`src/fcs_pkg.sv`:
```
// package: register map, field layout, reset values and timing for the clock control block
package fcs_pkg;

  // ****************************************
  // register map (byte addresses, one word each)
  // ****************************************
  localparam logic [3:0] OFS_CTRL_ONE  = 4'h0;
  localparam logic [3:0] OFS_CTRL_TWO  = 4'h4;
  localparam logic [3:0] OFS_TRIM      = 4'h8;
  localparam logic [3:0] OFS_STAT_CTRL = 4'hC;

  // ****************************************
  // field positions
  // ****************************************
  localparam int unsigned POS_CLKSEL   = 6;
  localparam int unsigned POS_REFDIV   = 3;
  localparam int unsigned POS_IREFSEL  = 2;
  localparam int unsigned POS_IROUTEN  = 1;
  localparam int unsigned POS_IRSTOP   = 0;
  localparam int unsigned POS_BUSDIV   = 6;
  localparam int unsigned POS_BAND     = 5;
  localparam int unsigned POS_HGAIN    = 4;
  localparam int unsigned POS_LOWPWR   = 3;
  localparam int unsigned POS_EXTSRC   = 2;
  localparam int unsigned POS_EROUTEN  = 1;
  localparam int unsigned POS_ERSTOP   = 0;
  localparam int unsigned POS_DCOBAND  = 6;
  localparam int unsigned POS_DMX      = 5;
  localparam int unsigned POS_REFST    = 4;
  localparam int unsigned POS_MODEST   = 2;
  localparam int unsigned POS_OSCDONE  = 1;
  localparam int unsigned POS_FINE_TRIM_BIT    = 0;

  // ****************************************
  // reset values
  // ****************************************
  localparam logic [1:0] RST_CLKSEL    = 2'h0;
  localparam logic [2:0] RST_REFDIV    = 3'h0;
  localparam logic       RST_IREFSEL   = 1'h1;
  localparam logic [1:0] RST_BUSDIV    = 2'h1;
  localparam logic [7:0] RST_TRIM_DBG  = 8'h80;
  localparam logic       RST_FINE_TRIM_BIT_DBG = 1'h0;
  localparam logic [1:0] RST_DCOBAND   = 2'h0;

  // ****************************************
  // codes and timing
  // ****************************************
  localparam logic [1:0] CLK_FLL     = 2'h0;
  localparam logic [1:0] CLK_INT     = 2'h1;
  localparam logic [1:0] CLK_EXT     = 2'h2;
  localparam logic [1:0] CLK_RSVD    = 2'h3;
  localparam logic [1:0] BAND_RSVD   = 2'h3;
  localparam logic [2:0] REFDIV_HI_MAX = 3'h5;
  localparam int unsigned SYNC_STAGES = 2;
  localparam int unsigned CLK_MHZ     = 100;
  localparam int unsigned OSC_INIT_US = 40;
  localparam int unsigned OSC_INIT_CYC = OSC_INIT_US * CLK_MHZ;
  localparam logic [11:0] OSC_INIT_CNT = 12'(OSC_INIT_CYC);

  // multiplier table, indexed by {dmx, band}
  localparam logic [10:0] MULT_LO     = 11'h200;
  localparam logic [10:0] MULT_MID    = 11'h400;
  localparam logic [10:0] MULT_HI     = 11'h600;
  localparam logic [10:0] MULT_LO_32  = 11'h260;
  localparam logic [10:0] MULT_MID_32 = 11'h4C0;
  localparam logic [10:0] MULT_HI_32  = 11'h720;

  typedef enum logic [1:0] {
    ST_RUN,
    ST_STOP
  } fcs_pwr_e;

  typedef struct packed {
    logic [1:0] clk_sel;
    logic [2:0] ref_div;
    logic       int_ref_sel;
    logic       int_ref_out_en;
    logic       int_ref_stop_keep;
  } fcs_ctrl1_s;

  typedef struct packed {
    logic [1:0] bus_div;
    logic       osc_band;
    logic       osc_high_gain;
    logic       fll_low_power;
    logic       ext_src_sel;
    logic       ext_ref_out_en;
    logic       ext_ref_stop_keep;
  } fcs_ctrl2_s;

  // oscillator and clock tree controls handed to the analog side
  typedef struct packed {
    logic [1:0]  active_src;
    logic [2:0]  ref_div_log2;
    logic        ref_div_hi;
    logic        fll_ref_int;
    logic        fll_enable;
    logic [1:0]  bus_div;
    logic        osc_band;
    logic        osc_high_gain;
    logic        osc_crystal;
    logic        osc_enable;
    logic        int_ref_out;
    logic        ext_ref_out;
    logic        int_ref_enable;
    logic [7:0]  trim;
    logic        fine_trim;
    logic [1:0]  dco_band;
    logic [10:0] fll_mult;
  } fcs_ctl_s;

endpackage
```
`src/fcs_clock_ctrl.sv`:
```
// clock control block: registers, source selection, stop handling and status
//
// Decided for this implementation: register access over Wishbone and the placing of the registers.
`timescale 1ns/1ps
module fcs_clock_ctrl
  import fcs_pkg::*;
(
  input  wire logic               clk_i,
  input  wire logic               rst_i,
  input  wire logic               wb_cyc_i,
  input  wire logic               wb_stb_i,
  input  wire logic               wb_we_i,
  input  wire logic [3:0]         wb_adr_i,
  input  wire logic [3:0]         wb_sel_i,
  input  wire logic [31:0]        wb_dat_i,
  output logic      [31:0]        wb_dat_o,
  output logic                    wb_ack_o,
  input  wire logic               debug_mode_i,
  input  wire logic               stop_mode_i,
  input  wire logic [7:0]         factory_trim_i,
  input  wire logic               factory_fine_trim_i,
  input  wire logic               ext_ref_avail_i,
  input  wire logic               osc_ready_i,
  output fcs_pkg::fcs_ctl_s       ctl_o
);
  import fcs_pkg::*;

  typedef struct packed {
    fcs_ctrl1_s             c1;
    fcs_ctrl2_s             c2;
    logic [7:0]             trim;
    logic                   fine_trim_bit;
    logic [1:0]             band_sel;
    logic                   dmx;
    logic                   trim_load;
    fcs_pwr_e               pwr;
    logic                   ir_armed;
    logic                   er_armed;
    logic [1:0]             src_req;
    logic [SYNC_STAGES-1:0][1:0] src_sync;
    logic [1:0]             src_act;
    logic [SYNC_STAGES-1:0] ref_sync;
    logic [SYNC_STAGES-1:0][1:0] band_sync;
    logic [11:0]            osc_cnt;
    logic                   osc_done;
    logic                   ack;
    logic [31:0]            rdat;
    fcs_ctl_s               ctl;
  } fcs_state_s;

  fcs_state_s st;
  fcs_state_s next_st;

  // ****************************************
  // helpers
  // ****************************************
  function automatic logic [10:0] fll_mult(input logic [1:0] band, input logic dmx);
    logic [10:0] m;
    m = MULT_LO;
    case ({dmx, band})
      3'h0:    m = MULT_LO;
      3'h1:    m = MULT_MID;
      3'h2:    m = MULT_HI;
      3'h4:    m = MULT_LO_32;
      3'h5:    m = MULT_MID_32;
      3'h6:    m = MULT_HI_32;
      default: m = MULT_LO;
    endcase
    return m;
  endfunction

  function automatic logic [1:0] norm_src(input logic [1:0] code);
    return (code == CLK_RSVD) ? CLK_FLL : code;
  endfunction

  // only the external source can be missing; the others are always on chip
  function automatic logic ext_in_use_ok(input logic avail);
    return avail;
  endfunction

  logic        wr;
  logic        rd;
  logic        hit;
  logic [1:0]  src_new;
  logic [1:0]  mode_status;
  logic        ext_in_use;
  logic        bypassed;

  // ****************************************
  // next-state logic
  // ****************************************
  always_comb begin
    next_st   = st;
    hit       = (wb_adr_i == OFS_CTRL_ONE) || (wb_adr_i == OFS_CTRL_TWO) ||
                (wb_adr_i == OFS_TRIM) || (wb_adr_i == OFS_STAT_CTRL);
    wr        = wb_cyc_i && wb_stb_i && !st.ack && wb_we_i && wb_sel_i[0] && hit;
    rd        = wb_cyc_i && wb_stb_i && !st.ack;
    src_new   = CLK_FLL;
    mode_status = st.src_act;
    ext_in_use  = 1'b0;
    bypassed    = 1'b0;

    // trim loads one cycle after reset release so ports are never sampled in reset
    next_st.trim_load = 1'b0;
    if (st.trim_load) begin
      next_st.trim  = debug_mode_i ? RST_TRIM_DBG : factory_trim_i;
      next_st.fine_trim_bit = debug_mode_i ? RST_FINE_TRIM_BIT_DBG : factory_fine_trim_i;
    end

    // bus slave: ack one cycle after the request, dropped the cycle after
    next_st.ack = rd;
    if (wr) begin
      case (wb_adr_i)
        OFS_CTRL_ONE: next_st.c1 = wb_dat_i[7:0];
        OFS_CTRL_TWO: next_st.c2 = wb_dat_i[7:0];
        OFS_TRIM:     next_st.trim = wb_dat_i[7:0];
        OFS_STAT_CTRL: begin
          next_st.fine_trim_bit = wb_dat_i[POS_FINE_TRIM_BIT];
          next_st.dmx   = wb_dat_i[POS_DMX];
          // discarded when reserved or under low power
          if (wb_dat_i[POS_DCOBAND +: 2] != BAND_RSVD && !st.c2.fll_low_power) begin
            next_st.band_sel = wb_dat_i[POS_DCOBAND +: 2];
          end
        end
        default: ;
      endcase
    end

    // source request: an unavailable external source keeps the old clock
    src_new = norm_src(st.c1.clk_sel);
    if (src_new == CLK_EXT && !ext_in_use_ok(ext_ref_avail_i)) begin
      src_new = st.src_req;
    end
    next_st.src_req = src_new;

    // status synchronisers toward the clock tree and back
    next_st.src_sync  = {st.src_sync[SYNC_STAGES-2:0], st.src_req};
    next_st.src_act   = st.src_sync[SYNC_STAGES-1];
    next_st.ref_sync  = {st.ref_sync[SYNC_STAGES-2:0], st.c1.int_ref_sel};
    next_st.band_sync = {st.band_sync[SYNC_STAGES-2:0], st.band_sel};

    // stop: keep flags captured on entry
    case (st.pwr)
      ST_RUN: begin
        next_st.ir_armed = st.c1.int_ref_out_en;
        next_st.er_armed = st.c2.ext_ref_out_en;
        if (stop_mode_i) begin
          next_st.pwr = ST_STOP;
        end
      end
      ST_STOP: begin
        if (!stop_mode_i) begin
          next_st.pwr = ST_RUN;
        end
      end
      default: next_st.pwr = ST_RUN;
    endcase

    // oscillator initialisation
    ext_in_use = st.c2.ext_ref_out_en || !st.ref_sync[SYNC_STAGES-1] ||
                 (st.src_act == CLK_EXT);
    if (!st.c2.ext_ref_out_en || !st.c2.ext_src_sel) begin
      next_st.osc_cnt  = 12'h000;
      next_st.osc_done = 1'b0;
    end else if (ext_in_use && osc_ready_i && !st.osc_done) begin
      if (st.osc_cnt == OSC_INIT_CNT) begin
        next_st.osc_done = 1'b1;
      end else begin
        next_st.osc_cnt = st.osc_cnt + 12'h001;
      end
    end

    // outputs to the clock tree
    bypassed = (st.src_act != CLK_FLL);
    next_st.ctl.active_src     = st.src_act;
    next_st.ctl.ref_div_log2   = st.c1.ref_div;
    next_st.ctl.ref_div_hi     = st.c2.osc_band;
    next_st.ctl.fll_ref_int    = st.c1.int_ref_sel;
    next_st.ctl.fll_enable     = (st.pwr == ST_RUN) &&
                                 !(bypassed && st.c2.fll_low_power && !debug_mode_i);
    next_st.ctl.bus_div        = st.c2.bus_div;
    next_st.ctl.osc_band       = st.c2.osc_band;
    next_st.ctl.osc_high_gain  = st.c2.osc_high_gain;
    next_st.ctl.osc_crystal    = st.c2.ext_src_sel;
    if (st.pwr == ST_STOP) begin
      next_st.ctl.int_ref_enable = st.c1.int_ref_stop_keep && st.ir_armed;
      next_st.ctl.osc_enable     = st.c2.ext_ref_stop_keep && st.er_armed;
      next_st.ctl.int_ref_out    = st.c1.int_ref_stop_keep && st.ir_armed && st.c1.int_ref_out_en;
      next_st.ctl.ext_ref_out    = st.c2.ext_ref_stop_keep && st.er_armed && st.c2.ext_ref_out_en;
    end else begin
      next_st.ctl.int_ref_enable = 1'b1;
      next_st.ctl.osc_enable     = ext_in_use;
      next_st.ctl.int_ref_out    = st.c1.int_ref_out_en;
      next_st.ctl.ext_ref_out    = st.c2.ext_ref_out_en;
    end
    next_st.ctl.trim           = st.trim;
    next_st.ctl.fine_trim      = st.fine_trim_bit;
    next_st.ctl.dco_band       = st.band_sync[SYNC_STAGES-1];
    next_st.ctl.fll_mult       = fll_mult(st.band_sync[SYNC_STAGES-1], st.dmx);

    // read data, unmapped addresses read zero
    next_st.rdat = 32'h0000_0000;
    if (rd) begin
      case (wb_adr_i)
        OFS_CTRL_ONE: next_st.rdat[7:0] = st.c1;
        OFS_CTRL_TWO: next_st.rdat[7:0] = st.c2;
        OFS_TRIM:     next_st.rdat[7:0] = st.trim;
        OFS_STAT_CTRL: begin
          next_st.rdat[POS_DCOBAND +: 2] = st.band_sync[SYNC_STAGES-1];
          next_st.rdat[POS_DMX]          = st.dmx;
          next_st.rdat[POS_REFST]        = st.ref_sync[SYNC_STAGES-1];
          next_st.rdat[POS_MODEST +: 2]  = mode_status;
          next_st.rdat[POS_OSCDONE]      = st.osc_done;
          next_st.rdat[POS_FINE_TRIM_BIT]        = st.fine_trim_bit;
        end
        default: ;
      endcase
    end
  end

  // ****************************************
  // state register
  // ****************************************
  always_ff @(posedge clk_i) begin
    if (rst_i) begin
      st                      <= '0;
      st.c1.clk_sel           <= RST_CLKSEL;
      st.c1.ref_div           <= RST_REFDIV;
      st.c1.int_ref_sel       <= RST_IREFSEL;
      st.c2.bus_div           <= RST_BUSDIV;
      st.trim                 <= RST_TRIM_DBG;
      st.band_sel             <= RST_DCOBAND;
      st.trim_load            <= 1'b1;
      st.pwr                  <= ST_RUN;
      st.ref_sync             <= '1;
      st.ctl.fll_ref_int      <= RST_IREFSEL;
      st.ctl.bus_div          <= RST_BUSDIV;
      st.ctl.int_ref_enable   <= 1'b1;
      st.ctl.fll_enable       <= 1'b1;
      st.ctl.trim             <= RST_TRIM_DBG;
      st.ctl.fll_mult         <= MULT_LO;
    end else begin
      st <= next_st;
    end
  end

  assign wb_ack_o = st.ack;
  assign wb_dat_o = st.rdat;
  assign ctl_o    = st.ctl;

endmodule

```
`config.mk`:
```
export PLATFORM = sky130hd
export DESIGN_NAME = fcs_clock_ctrl
export DESIGN_NICKNAME = d
export VERILOG_FILES = /design/src/fcs_pkg.sv /design/src/fcs_clock_ctrl.sv
export SDC_FILE = /design/constraint.sdc
export NUM_CORES = 1
export LEC_CHECK = 0
export ABC_AREA = 1
export BUFFER_PORTS_ARGS = -buffer_cell sky130_fd_sc_hd__buf_2
export CAP_MARGIN = 20
export CORE_ASPECT_RATIO = 0.7
export CORE_MARGIN = 10
export CORE_UTILIZATION = 47
export DETAILED_ROUTE_END_ITERATION = 8
export PLACE_DENSITY = 0.77
export SLEW_MARGIN = 20
export SYNTH_ARGS = -nofsm -noshare
export SYNTH_HDL_FRONTEND = slang
export SYNTH_SLANG_ARGS = --single-unit
```
`constraint.sdc`:
```
create_clock -name clk_i -period 1.2 [get_ports clk_i]
set_input_delay 0.24 -clock clk_i [delete_from_list [all_inputs] [get_ports clk_i]]
set_output_delay 0.24 -clock clk_i [all_outputs]
set_load 0.01 [all_outputs]
```
==> flow_summary.toml <==
[status]
status = "finished with violations"
violations = "setup timing"

[route]
drc_errors = 0
first_pass_iters = 5
drt-initial-drc-count = 412
viasPerCell = 4.93
wire_per_inst_um = 15.7
ant_nets = 0
wl_um = 12000
vias = 3785

[final_layout]
antenna_cells = 0
instances_no_fill = 767
syn2layout_area_growth_pct = 25.2
layout-drive-gt1-share_pct = 38.6
nNetsFinal = 700

[synth]
syn_area_sq_mm = 0.00440
synth_area_leaders = "dfxtp_1, buf_4, nor2_1"
synth-xor-area-share_pct = 0.597
synthAdderAreaFrac_pct = 0.568
synth_top_area_cell = "dfxtp_1"
yosys.area_share.simple_pct = 22.0
synth_most_common_cell = "dfxtp_1"
synth-edff-count = 0
synth_common_cells = "dfxtp_1, nor2_1, buf_4, nand2_1, inv_1"
yosysSeqAreaShare_pct = 45.5
synth_top_family_by_area = "simple AND/OR/NAND/NOR gates"
yosysWarnings = 0
synth.distinct_cells = 34
ys_seq_elements = 100
synth.avg_cell_area_sq_um = 7.80
synthArstFlopShare_pct = 0
synth_mux_area_share_pct = 0
synth_compound_area_share_pct = 11.1
synth_cells = 565
yosys_most_used_dff = "dfxtp_1"
yosys.area.top_type_share_pct = 45.5

[worst_hold_path]
hold_path.class = "input port to flop"
hold_end = "st[101]"
whs_path_depth = 3
hold_start = "stop_mode_i"

[floorplan]
pin_count = 130
die_h_um = 101
core_sq_mm = 0.00911
fp.dieW_um = 136
fp-row-count = 29
initial_core_util_pct = 48.4
dieArea_sq_mm = 0.0137

[sta]
rsz0062_at_grt = "true"
period_needed_ns = 1.32
slew_violations = 0
hold_slack_ns = 0.0945
fmax_mhz = 756
setup_viol = 38
setup_slack_ns = -0.124
hold_violations = 0
fin_skew_ns = 0.00665
finalCritPeriodShare_pct = 110

[pwr]
p_seq_share_pct = 52.2
power.internal_mw = 4.99
p_sw_mw = 1.45
combPwrFrac_pct = 6.3
irDropWorstVdd_mv = 0.886
pwr-share-clk_pct = 41.4
p_per_area_mw_per_mm2 = 1170
switching_share_pct = 22.5
leakagePower_nw = 2.35

[place]
dp_hpwl_um = 8260
gp_congestion = 0.886
portBuffers = 73
placedCellCount = 746

[critical_path]
r2r_start = "st[73]"
endpoint_kind = "flop"
critPathMaxFanout = 5
max_stage_delay_ns = 0.32
slowest_stage = "dfxtp_2"
rrSetupSlack_ns = -0.12
regToRegEndpoint = "st[83]"
critical_path_class = "flop to flop"
critPathLaunchType = "flop"
worstPathRequired_ns = 1.44
worst-r2r-cell-count = 9
crit_chain = "inv_2, ha_4, nand2_2, nor2_4, nand2_2, nor2_4, nor2_4, nand2_2, a21oi_2"
crit_arrival_ns = 1.56

[global_routing]
grtUsageTotal_pct = 16.3
grt_overflow = 0
grt_pass1_vias = 3621
grt_max_degree = 21
grt_pass1_wl_um = 17900
antenna_found_initial = 0

[clocking]
root_buffer = "clkbuf_16"
cts_hold_buf = 0
cts.sinks = 100
cts.clk_slew.worst_paths_ns = 0.06
cts_buffer_depth = 2
numCtsBuffers = 9
cts_tree = "yes"
cts_htree_levels = 3
clk_latency_ns = 0.34

[job]
drv_cap = 0
per-layer routing:
metal | track usage (%) | wire length [um] | up-vias
met5 | 0 | 0 | -
met4 | 5.28 | 193 | 0
met3 | 6.77 | 1210 | 19
met2 | 25.0 | 5590 | 172
met1 | 20.3 | 5050 | 1766
li1 | - | - | 1828
layout make-up:
cell class | count | area, sq um
clock buffer | 13 | 260
clock inverter | 1 | 8.76
fill | 752 | 3590
inverter | 69 | 272
multi-input combinational | 339 | 2000
sequential | 100 | 2010
tap | 124 | 155
timing repair buffer | 121 | 807
cells in the final DEF, fill, tap and decap left out, types with 3 or more instances in the layout:
master | netlist | routed
nand4_1 | 3 | 3
a21oi_2 | 5 | 14
nor2_4 | 2 | 12
buf_6 | 3 | 7
o211ai_1 | 3 | 3
nand2_1 | 73 | 52
o22ai_1 | 17 | 17
dfxtp_1 | 100 | 93
nand3_2 | 1 | 5
inv_4 | 1 | 5
buf_12 | 0 | 3
nor3_1 | 4 | 4
buf_2 | 2 | 73
a21oi_1 | 21 | 12
nor2_2 | 3 | 8
clkbuf_16 | 0 | 10
inv_1 | 64 | 54
nand3_1 | 22 | 15
o21ai_0 | 36 | 15
o21ai_1 | 0 | 3
nand2_2 | 4 | 20
conb_1 | 1 | 29
o21ai_2 | 0 | 18
inv_2 | 2 | 8
nand2_4 | 1 | 5
dfxtp_2 | 0 | 6
nand3_4 | 2 | 5
buf_4 | 73 | 37
nor2_1 | 97 | 83
state kept, by name, summed over array words and instances, names as in the netlist:
name / flops
ctl_o: 32
next_st: 31
st: 26
wb_dat_o: 8
mode_status: 2
wb_ack_o: 1
power by group through the flow:
stage               registers [mW]  logic [mW]  clock network [mW]
finish                        3.36       0.408                2.67
global route                  3.36       0.442                2.88
CTS                           3.36       0.364                2.71
detailed placement            3.44       0.342                   0
global placement              3.44       0.334                   0
floorplan                     3.43       0.274                   0
critical path: cells and delay by family, from the launching register on:
kind	cells	cell delay, ns
compound gates	1	0.05
fa+ha+maj	1	0.14
buf+inv	1	0.08
flops	1	0.32
simple gates	6	0.62
how the worst max path moves through the flow:
stage	from	to	slack, ns	depth (start not counted)
5_1_grt	st[73]	st[74]	-0.21	9
4_1_cts	st[73]	st[74]	-0.06	9
3_5_place_dp	wb_ack_o	st[117]	-0.14	8
6_report	st[73]	st[83]	-0.12	9
2_1_floorplan	st[73]	st[81]	-0.01	9
3_3_place_gp	st[73]	st[84]	-0.1	8
through the flow:
step | instance area (sq um) | worst slack [ns] | TNS, ns | power, mW | util (%)
floorplan | 4530 | -0.0149 | -0.0534 | 3.71 | -
global placement | 4780 | -0.0972 | -1.67 | 3.77 | 52.5
detailed placement | 4780 | -0.139 | -3.57 | 3.78 | 52.5
CTS | 5160 | -0.0640 | -0.898 | 6.43 | 56.7
global route | 5520 | -0.208 | -4.94 | 6.68 | 60.6
finish | 5520 | -0.124 | -2.33 | 6.44 | 60.6
logic make-up after synthesis:
group,count (synthesis)
buffers and inverters,156
AO/OA/AOI/OAI,86
adder cells (fa/ha/maj),2
other,1
XOR/XNOR,3
AND/OR/NAND/NOR,217
flip-flops,100
repair_timing:
action                                  4_1_cts  5_1_grt
pin swaps                                     9       36
resized for setup                            46       89
cloned                                        2        1
setup buffers                                 1        3
endpoints found under the setup margin       40       48
No activity file was read; power rests on OpenSTA's default activity.
